<file path="src/agp_pkg.sv">
// agp_pkg: register map, field layout and reset values of the gain/power/ratio config bank
// assumes a 32-bit axi4-lite register bus, one aligned word per register
package agp_pkg;
  // printed offsets are register indexes; byte address is four times the index
  localparam logic [3:0] IDX_CLK_CFG = 4'h3;
  localparam logic [3:0] IDX_GAIN_CFG = 4'h4;
  localparam logic [3:0] IDX_RSVD = 4'h5;
  localparam logic [5:0] ADDR_CLK_CFG = {IDX_CLK_CFG, 2'b00};
  localparam logic [5:0] ADDR_GAIN_CFG = {IDX_GAIN_CFG, 2'b00};
  localparam logic [5:0] ADDR_RSVD = {IDX_RSVD, 2'b00};

  // clock-config word fields
  localparam int PMODE_LSB = 0;
  localparam int RATIO_LSB = 2;
  localparam int TURBO_BIT = 5;
  // gain word fields
  localparam int CH0_GAIN_LSB = 0;
  localparam int CH1_GAIN_LSB = 4;

  localparam logic [1:0] PMODE_RST = 2'h2;
  localparam logic [2:0] RATIO_RST = 3'h3;
  localparam logic TURBO_RST = 1'b0;
  localparam logic [15:0] GAIN_RST = 16'h0000;
  localparam logic [15:0] RSVD_RST = 16'h0000;

  localparam logic [14:0] TURBO_RATIO = 15'h0040;

  typedef enum logic [1:0]
  {
    PM_VLP = 2'h0,
    PM_LP = 2'h1,
    PM_HR = 2'h2
  } agp_pmode_t;

  localparam logic [1:0] RESP_OKAY = 2'h0;
  localparam logic [1:0] RESP_SLVERR = 2'h2;
endpackage

</file>
<file path="src/agp_regs.sv">
// agp_regs: configuration bank for the ratio, power mode and per-channel gain selects
// assumes an axi4-lite master on aclk, one write and one read outstanding at most
// Functional notes
// RQ1: three-bit ratio code selects 128..16256, default 1024
// RQ2: turbo bit forces ratio 64, ignores code
// RQ3: power mode field bits 1:0, reset high-res
// RQ4: channel 1 gain in bits 6:4
// RQ5: channel 0 gain in bits 2:0
// RQ6: gain word at index 4, resets zero
// RQ7: reserved word at index 5, resets zero
// RQ8: host writes zeros to reserved bits
//
// The AXI4-Lite slave port was left to the implementer.
`timescale 1ns/100ps
module agp_regs
(
  // clock and reset
  input wire logic aclk,
  input wire logic aresetn,
  // axi4-lite write address
  input wire logic [5:0] s_axi_awaddr,
  input wire logic s_axi_awvalid,
  output logic s_axi_awready,
  // axi4-lite write data
  input wire logic [31:0] s_axi_wdata,
  input wire logic [3:0] s_axi_wstrb,
  input wire logic s_axi_wvalid,
  output logic s_axi_wready,
  // axi4-lite write response
  output logic [1:0] s_axi_bresp,
  output logic s_axi_bvalid,
  input wire logic s_axi_bready,
  // axi4-lite read address
  input wire logic [5:0] s_axi_araddr,
  input wire logic s_axi_arvalid,
  output logic s_axi_arready,
  // axi4-lite read data
  output logic [31:0] s_axi_rdata,
  output logic [1:0] s_axi_rresp,
  output logic s_axi_rvalid,
  input wire logic s_axi_rready,
  // decoded configuration to the converter
  output logic [14:0] oversample_ratio,
  output agp_pkg::agp_pmode_t power_mode_sel,
  output logic [7:0] ch0_gain,
  output logic [7:0] ch1_gain
);
  logic [1:0] pmode_code_r;
  logic [2:0] ratio_code_r;
  logic turbo_r;
  logic [15:0] gain_config_r;
  logic [15:0] rsvd_r;
  logic aw_held_r;
  logic [5:0] aw_addr_r;
  logic w_held_r;
  logic [31:0] w_data_r;
  logic [3:0] w_strb_r;
  logic bvalid_r;
  logic [1:0] bresp_r;
  logic rvalid_r;
  logic [31:0] rdata_r;
  logic [1:0] rresp_r;

  wire logic wr_fire;
  wire logic [5:0] wr_addr;
  wire logic [31:0] wr_data;
  wire logic [3:0] wr_strb;
  wire logic [15:0] wr_mask;
  wire logic hit_clk;
  wire logic hit_gain;
  wire logic hit_rsvd;
  wire logic wr_hit;
  wire logic [15:0] clk_word;
  wire logic [15:0] clk_nxt;
  wire logic [15:0] gain_config_nxt;
  wire logic [15:0] rsvd_nxt;
  wire logic rd_fire;
  wire logic rd_hit;
  wire logic [15:0] rd_word;
  wire logic [1:0] pmode_code_nxt;
  wire logic [2:0] ratio_code_nxt;
  wire logic turbo_nxt;
  wire logic [15:0] gain_word_nxt;
  wire logic [14:0] ratio_dec;
  agp_pkg::agp_pmode_t pmode_dec;
  wire logic [7:0] ch0_dec;
  wire logic [7:0] ch1_dec;

  // address and data may arrive in either order; each is parked until both are in
  assign s_axi_awready = !aw_held_r && !bvalid_r;
  assign s_axi_wready = !w_held_r && !bvalid_r;
  assign wr_addr = aw_held_r ? aw_addr_r : s_axi_awaddr;
  assign wr_data = w_held_r ? w_data_r : s_axi_wdata;
  assign wr_strb = w_held_r ? w_strb_r : s_axi_wstrb;
  assign wr_fire = (aw_held_r || (s_axi_awvalid && s_axi_awready)) &&
                   (w_held_r || (s_axi_wvalid && s_axi_wready));
  assign wr_mask = {{8{wr_strb[1]}}, {8{wr_strb[0]}}};

  assign hit_clk = wr_addr == agp_pkg::ADDR_CLK_CFG;
  assign hit_gain = wr_addr == agp_pkg::ADDR_GAIN_CFG;
  assign hit_rsvd = wr_addr == agp_pkg::ADDR_RSVD;
  assign wr_hit = hit_clk || hit_gain || hit_rsvd;

  // only the clock-config tail is held here; its other bits read as zero
  assign clk_word = {10'h000, turbo_r, ratio_code_r, pmode_code_r};
  assign clk_nxt = (clk_word & ~wr_mask) | (wr_data[15:0] & wr_mask);
  // reserved bits stored as written; host is expected to write zeros
  assign gain_config_nxt = (gain_config_r & ~wr_mask) | (wr_data[15:0] & wr_mask);
  assign rsvd_nxt = (rsvd_r & ~wr_mask) | (wr_data[15:0] & wr_mask);

  // what the bank holds after this edge; decoding it lets the flopped outputs move with the registers
  assign pmode_code_nxt = !aresetn ? agp_pkg::PMODE_RST :
                          (wr_fire && hit_clk) ? clk_nxt[agp_pkg::PMODE_LSB +: 2] : pmode_code_r; // [RQ3]
  assign ratio_code_nxt = !aresetn ? agp_pkg::RATIO_RST :
                          (wr_fire && hit_clk) ? clk_nxt[agp_pkg::RATIO_LSB +: 3] : ratio_code_r; // [RQ1]
  assign turbo_nxt = !aresetn ? agp_pkg::TURBO_RST :
                     (wr_fire && hit_clk) ? clk_nxt[agp_pkg::TURBO_BIT] : turbo_r; // [RQ2]
  assign gain_word_nxt = !aresetn ? agp_pkg::GAIN_RST :
                         (wr_fire && hit_gain) ? gain_config_nxt : gain_config_r; // [RQ6]

  always_ff @(posedge aclk)
  begin
    if (!aresetn)
    begin
      pmode_code_r <= agp_pkg::PMODE_RST; // [RQ3]
      ratio_code_r <= agp_pkg::RATIO_RST; // [RQ1]
      turbo_r <= agp_pkg::TURBO_RST; // [RQ2]
      gain_config_r <= agp_pkg::GAIN_RST; // [RQ6] [RQ4] [RQ5]
      rsvd_r <= agp_pkg::RSVD_RST; // [RQ7]
    end
    else if (wr_fire)
    begin
      if (hit_clk)
      begin
        pmode_code_r <= clk_nxt[agp_pkg::PMODE_LSB +: 2]; // [RQ3]
        ratio_code_r <= clk_nxt[agp_pkg::RATIO_LSB +: 3]; // [RQ1]
        turbo_r <= clk_nxt[agp_pkg::TURBO_BIT]; // [RQ2]
      end
      if (hit_gain)
        gain_config_r <= gain_config_nxt; // [RQ6]
      if (hit_rsvd)
        rsvd_r <= rsvd_nxt; // [RQ7]
    end
  end

  always_ff @(posedge aclk)
  begin
    if (!aresetn)
    begin
      aw_held_r <= 1'b0;
      aw_addr_r <= 6'h00;
      w_held_r <= 1'b0;
      w_data_r <= 32'h00000000;
      w_strb_r <= 4'h0;
      bvalid_r <= 1'b0;
      bresp_r <= agp_pkg::RESP_OKAY;
    end
    else
    begin
      if (wr_fire)
      begin
        aw_held_r <= 1'b0;
        w_held_r <= 1'b0;
        bvalid_r <= 1'b1;
        bresp_r <= wr_hit ? agp_pkg::RESP_OKAY : agp_pkg::RESP_SLVERR;
      end
      else
      begin
        if (s_axi_awvalid && s_axi_awready)
        begin
          aw_held_r <= 1'b1;
          aw_addr_r <= s_axi_awaddr;
        end
        if (s_axi_wvalid && s_axi_wready)
        begin
          w_held_r <= 1'b1;
          w_data_r <= s_axi_wdata;
          w_strb_r <= s_axi_wstrb;
        end
        if (bvalid_r && s_axi_bready)
          bvalid_r <= 1'b0;
      end
    end
  end

  assign s_axi_bvalid = bvalid_r;
  assign s_axi_bresp = bresp_r;

  // read path: one read outstanding, answered the cycle after arvalid is taken
  assign s_axi_arready = !rvalid_r;
  assign rd_fire = s_axi_arvalid && s_axi_arready;
  assign rd_hit = (s_axi_araddr == agp_pkg::ADDR_CLK_CFG) || (s_axi_araddr == agp_pkg::ADDR_GAIN_CFG) ||
                  (s_axi_araddr == agp_pkg::ADDR_RSVD);
  assign rd_word = (s_axi_araddr == agp_pkg::ADDR_CLK_CFG) ? clk_word :
                   (s_axi_araddr == agp_pkg::ADDR_GAIN_CFG) ? gain_config_r :
                   (s_axi_araddr == agp_pkg::ADDR_RSVD) ? rsvd_r : 16'h0000;

  always_ff @(posedge aclk)
  begin
    if (!aresetn)
    begin
      rvalid_r <= 1'b0;
      rdata_r <= 32'h00000000;
      rresp_r <= agp_pkg::RESP_OKAY;
    end
    else if (rd_fire)
    begin
      rvalid_r <= 1'b1;
      rdata_r <= {16'h0000, rd_word};
      rresp_r <= rd_hit ? agp_pkg::RESP_OKAY : agp_pkg::RESP_SLVERR;
    end
    else if (rvalid_r && s_axi_rready)
      rvalid_r <= 1'b0;
  end

  assign s_axi_rvalid = rvalid_r;
  assign s_axi_rdata = rdata_r;
  assign s_axi_rresp = rresp_r;

  // decoded settings leave through flops, so a field change never glitches into the converter
  // no reset branch needed: the next-state fields already carry the reset values
  always_ff @(posedge aclk)
  begin
    oversample_ratio <= ratio_dec; // [RQ1] [RQ2]
    power_mode_sel <= pmode_dec; // [RQ3]
    ch0_gain <= ch0_dec; // [RQ5]
    ch1_gain <= ch1_dec; // [RQ4]
  end

  agp_decode u_decode
  (
    .ratio_code(ratio_code_nxt),
    .turbo(turbo_nxt),
    .pmode_code(pmode_code_nxt),
    .ch0_code(gain_word_nxt[agp_pkg::CH0_GAIN_LSB +: 3]),
    .ch1_code(gain_word_nxt[agp_pkg::CH1_GAIN_LSB +: 3]),
    .oversample_ratio(ratio_dec),
    .pmode(pmode_dec),
    .ch0_gain(ch0_dec),
    .ch1_gain(ch1_dec)
  );
endmodule // agp_regs

</file>
<file path="src/agp_decode.sv">
// agp_decode: turns the stored select fields into ratios, gains and a power mode
// assumes select fields arrive as the bank's next-state values, not from the register flops
`timescale 1ns/100ps
module agp_decode
(
  // stored fields
  input wire logic [2:0] ratio_code,
  input wire logic turbo,
  input wire logic [1:0] pmode_code,
  input wire logic [2:0] ch0_code,
  input wire logic [2:0] ch1_code,
  // decoded values
  output logic [14:0] oversample_ratio,
  output agp_pkg::agp_pmode_t pmode,
  output logic [7:0] ch0_gain,
  output logic [7:0] ch1_gain
);
  wire logic [14:0] ratio_table;

  // top code is 16256, not a power of two
  assign ratio_table = (ratio_code == 3'h7) ? 15'h3F80 : 15'(15'h0080 << ratio_code); // [RQ1]
  assign oversample_ratio = turbo ? agp_pkg::TURBO_RATIO : ratio_table; // [RQ2]
  assign pmode = (pmode_code == 2'h0) ? agp_pkg::PM_VLP :
                 (pmode_code == 2'h1) ? agp_pkg::PM_LP : agp_pkg::PM_HR; // [RQ3]
  assign ch0_gain = 8'(8'h01 << ch0_code); // [RQ5]
  assign ch1_gain = 8'(8'h01 << ch1_code); // [RQ4]
endmodule // agp_decode

</file>
<file path="config.mk">
export PLATFORM = sky130hd
export DESIGN_NAME = agp_regs
export DESIGN_NICKNAME = d
export VERILOG_FILES = /design/src/agp_pkg.sv /design/src/agp_regs.sv /design/src/agp_decode.sv
export SDC_FILE = /design/constraint.sdc
export NUM_CORES = 1
export LEC_CHECK = 0
export BUFFER_PORTS_ARGS = -buffer_cell sky130_fd_sc_hd__clkbuf_2
export CELL_PAD_IN_SITES_DETAIL_PLACEMENT = 2
export CELL_PAD_IN_SITES_GLOBAL_PLACEMENT = 2
export CORE_ASPECT_RATIO = 0.5
export CORE_MARGIN = 2
export CORE_UTILIZATION = 35
export DETAILED_ROUTE_END_ITERATION = 8
export HOLD_SLACK_MARGIN = 0.12
export PLACE_DENSITY = 0.95
export SYNTH_ARGS = -nofsm -noshare
export SYNTH_HDL_FRONTEND = slang
export SYNTH_HIERARCHICAL = 1
export SYNTH_SLANG_ARGS = --single-unit
</file>
<file path="constraint.sdc">
create_clock -name aclk -period 7.1 [get_ports aclk]
set_input_delay 0.71 -clock aclk [delete_from_list [all_inputs] [get_ports aclk]]
set_output_delay 0.71 -clock aclk [all_outputs]
set_load 0.02 [all_outputs]
</file>
==> run_results.csv <==
group,metric,value,unit
outcome,run_status,"finished clean",
placed_design,port_buffers,92,
setup_path,cp.arrival,3360,ps
cells_and_area,synthToLayoutAreaGrowth,22.6,%
detailed_routing,route.antenna.remaining_nets,0,
global_route,grt_util_all_layers,0.225,
power,power_density,284,nW/um^2
die,design.core.area,13700,sq um
min_path,holdCritPathClass,"register to register",
clock_tree,cts_hold_buf,0,
setup_path,crit_path_max_incr_delay,710,ps
power,power.switching,0.436,mW
global_route,grt_remaining_overflow,0,
sta,final_max_slew_viol_count,0,
yosys,syn_area_per_cell,10.1,sq um
detailed_routing,drt-pass1-iter-count,4,
sta,post_route_fraction_of_the_period_consumed_by_the_critical_path,0.429,
sta,timing.final.crit_period,3050,ps
power,comb_power_share,0.089,
setup_path,critical_path_cell_with_the_highest_stage_delay,"sky130_fd_sc_hd__dfxtp_1",
setup_path,r2r.worst_path.cells,6,
setup_path,startpoint,"aw_held_r",
global_route,grt_pass1_wl,25.4,mm
yosys,yosys_register_bits,117,
cells_and_area,insertedDiodeCount,0,
cells_and_area,finish.cell_count_without_fillers,782,
die,die_h,88.1,um
setup_path,r2r-start,"aw_held_r",
run,drv_cap,0,
sta,fin_skew,13.7,ps
detailed_routing,wire_per_inst,20.8,um
setup_path,start_kind,"register",
sta,finalHoldViolations,0,
yosys,ys.warnings.count,6,
power,power.static_leakage,2.53,nW
die,floorplan.io_pins,129,
setup_path,critPathBufInv,1,
global_route,grt_max_degree,96,
placed_design,placer_congestion,0.746,
clock_tree,post_cts_resize_count,0,
setup_path,critPathMaxFanout,15,
cells_and_area,regArea,2340,sq um
setup_path,worstSetupPathType,"register to register",
min_path,worst_hold_path.num_cells,2,
yosys,dominantRegCellSynth,"sky130_fd_sc_hd__dfxtp_1",
clock_tree,h-tree-depth,4,
clock_tree,clock_tree.root_cell,"sky130_fd_sc_hd__clkbuf_16",
sta,tns,0,ps
power,share_clk_of_total_power,0.511,
clock_tree,cts_inserted_buffers,17,
detailed_routing,totalWireLength,16.2,mm
setup_path,timing.critical_path.cells,"nor3b_4, o211ai_4, nor4_4, buf_4, mux2i_1, nor3b_1",
min_path,hold_path_startpoint,"s_axi_rdata[10]",
clock_tree,cts-root-to-sink-buffers,2,
setup_path,required,7410,ps
setup_path,setup.reg_to_reg.worst_slack,4050,ps
sta,grt_setup_unrepaired,"no",
yosys,synth-edff-count,0,
setup_path,critical_path.endpoint_type,"register",
die,fp-row-count,30,
power,power_switching_share,0.253,
global_route,antenna_found_initial,0,
clock_tree,cts.repair_timing.setup_buffer_count,0,
detailed_routing,routed_via_density,5.21,
power,ir_worst_vdd,0.189,mV
clock_tree,cts.reportedPaths.clkPinSlew,60,ps
placed_design,detail_placement_hpwl,10.4,mm
placed_design,post_placement_cell_count,751,
power,power_report.internal_total,1.29,mW
cells_and_area,area_of_the_multi_input_gates,2380,sq um
yosys,postSynth.asyncResetShare,0,
sta,setup_viol_count_final,0,
sta,clock.fmax,0.328,GHz
detailed_routing,drc_viols,0,
die,die_area,15200,sq um
setup_path,worst_path_dominant_cell_family,"simple AND/OR/NAND/NOR gates",
power,seq_power_share,0.399,
detailed_routing,num_vias,4076,
detailed_routing,detailedRoute.firstIterationViolations,259,
min_path,holdPathEnd,"s_axi_rdata[10]",
clock_tree,cts_tree,"done",
setup_path,timing.rr.end,"ch0_gain[1]",
yosys,syn_area,4950,sq um
cells_and_area,final_layout_size_suffix_gt1_frac,0.266,
yosys,post_synth_num_cell_types,47,
die,die_w,172,um
sta,slew_headroom,0.402,
yosys,seq_total_area_yosys,0.473,
cells_and_area,final_nets,633,
yosys,synth_cells,489,
clock_tree,clkSinkCount,117,
sta,timing_worst_slew_pin_value,890,ps
clock_tree,clkLatencyLatePin,420,ps
global_route,first_global_vias,4344,
cells_and_area,layout.filler_cells,1460,
die,initial_core_utilization,0.362,
==> synth_stat cells (all sizes together), types with 3 or more instances <==
master / number / area [sq um]
a22oi: 10 / 75.1
nor2b: 27 / 169
nor2: 10 / 37.5
dfxtp: 117 / 2340
nor3: 20 / 110
inv: 4 / 15.0
clkbuf: 15 / 56.3
xor2: 3 / 26.3
nor4: 7 / 104
mux2: 16 / 180
a221oi: 6 / 52.6
and3: 3 / 18.8
nand2: 66 / 248
and3b: 10 / 90.1
nor3b: 14 / 121
mux2i: 70 / 701
o21ai: 26 / 130
a21oi: 5 / 25.0
a31oi: 3 / 18.8
buf: 34 / 240
==> power groups by stage <==
stage | registers [mW] | logic, mW | clock network [mW]
floorplan | 0.703 | 0.106 | 0
global placement | 0.699 | 0.140 | 0
detailed placement | 0.701 | 0.149 | 0
CTS | 0.687 | 0.154 | 0.890
global route | 0.689 | 0.166 | 0.931
finish | 0.688 | 0.154 | 0.881
==> cell usage in the layout (no fill, tap or decap), types with 3 or more instances in the layout <==
master and n:
sky130_fd_sc_hd__a221oi_1 6, sky130_fd_sc_hd__buf_4 4, sky130_fd_sc_hd__inv_1 4, sky130_fd_sc_hd__nor2b_1 27, sky130_fd_sc_hd__a31oi_1 3, sky130_fd_sc_hd__clkinvlp_4 3, sky130_fd_sc_hd__nor4_1 3, sky130_fd_sc_hd__mux2i_1 70
sky130_fd_sc_hd__dfxtp_1 117, sky130_fd_sc_hd__nor4_4 4, sky130_fd_sc_hd__o21ai_0 19, sky130_fd_sc_hd__a21oi_1 5, sky130_fd_sc_hd__nor2_1 10, sky130_fd_sc_hd__nor3b_1 12, sky130_fd_sc_hd__conb_1 25, sky130_fd_sc_hd__mux2_2 16
sky130_fd_sc_hd__and3_1 3, sky130_fd_sc_hd__and3b_1 8, sky130_fd_sc_hd__clkinv_2 3, sky130_fd_sc_hd__o21ai_1 7, sky130_fd_sc_hd__xor2_1 3, sky130_fd_sc_hd__clkbuf_2 92, sky130_fd_sc_hd__nor3_1 18, sky130_fd_sc_hd__clkbuf_16 17
sky130_fd_sc_hd__nand2_1 66, sky130_fd_sc_hd__a22oi_1 10, sky130_fd_sc_hd__clkbuf_8 5
==> worst max path at each step <==
stage	end	slack (ps)	cells past startpoint
floorplan	ch1_gain[6]	4570	6
global placement	oversample_ratio[9]	4120	7
CTS	oversample_ratio[9]	4060	6
detailed placement	oversample_ratio[9]	4090	7
global route	oversample_ratio[11]	3820	6
finish	ch0_gain[1]	4050	6
==> layer usage <==
| layer | GRT usage | up-vias | routed length [um] |
|---|---|---|---|
| met4 | 0.107 | 0 | 401 |
| met1 | 0.266 | 2059 | 6880 |
| met2 | 0.394 | 135 | 8140 |
| met5 | 0 | - | 0 |
| met3 | 0.0520 | 33 | 823 |
| li1 | - | 1849 | - |
==> through the flow <==
step                hold slack (ps)  utilization  total power, mW  area [sq um]  worst slack (ps)
floorplan                       434            -            0.809          5030              4570
global placement                439        0.400            0.838          5470              4120
detailed placement              445        0.400            0.850          5470              4090
CTS                             456        0.444             1.73          6060              4060
global route                    480        0.444             1.79          6060              3820
finish                          452        0.444             1.72          6060              4050
==> cells by family (layout without fill, tap and decap cells) <==
| kind of cell | after synthesis | count (layout) | share of synthesized area |
|---|---|---|---|
| AND/OR/NAND/NOR | 167 | 167 | 0.194 |
| buffers and inverters | 53 | 131 | 0.0630 |
| AO/OA/AOI/OAI | 61 | 61 | 0.0842 |
| flip-flops | 117 | 117 | 0.473 |
| other | 2 | 25 | 0.00152 |
| XOR/XNOR | 3 | 3 | 0.00531 |
| multiplexers | 86 | 86 | 0.178 |
==> layout make-up <==
class,instances,area share
inverter,4,0.00248
tap,192,0.0396
timing repair buffer,96,0.0809
multi-input combinational,342,0.392
clock inverter,8,0.0161
clock buffer,23,0.0821
sequential,117,0.386
==> tightest hold or removal path, delay by kind of cell (launching register included) <==
family	cells	cell delay, ps
AO/OA/AOI/OAI	1	50
flip-flops	1	300
AND/OR/NAND/NOR	1	50
(Power assumes the default switching activity.)
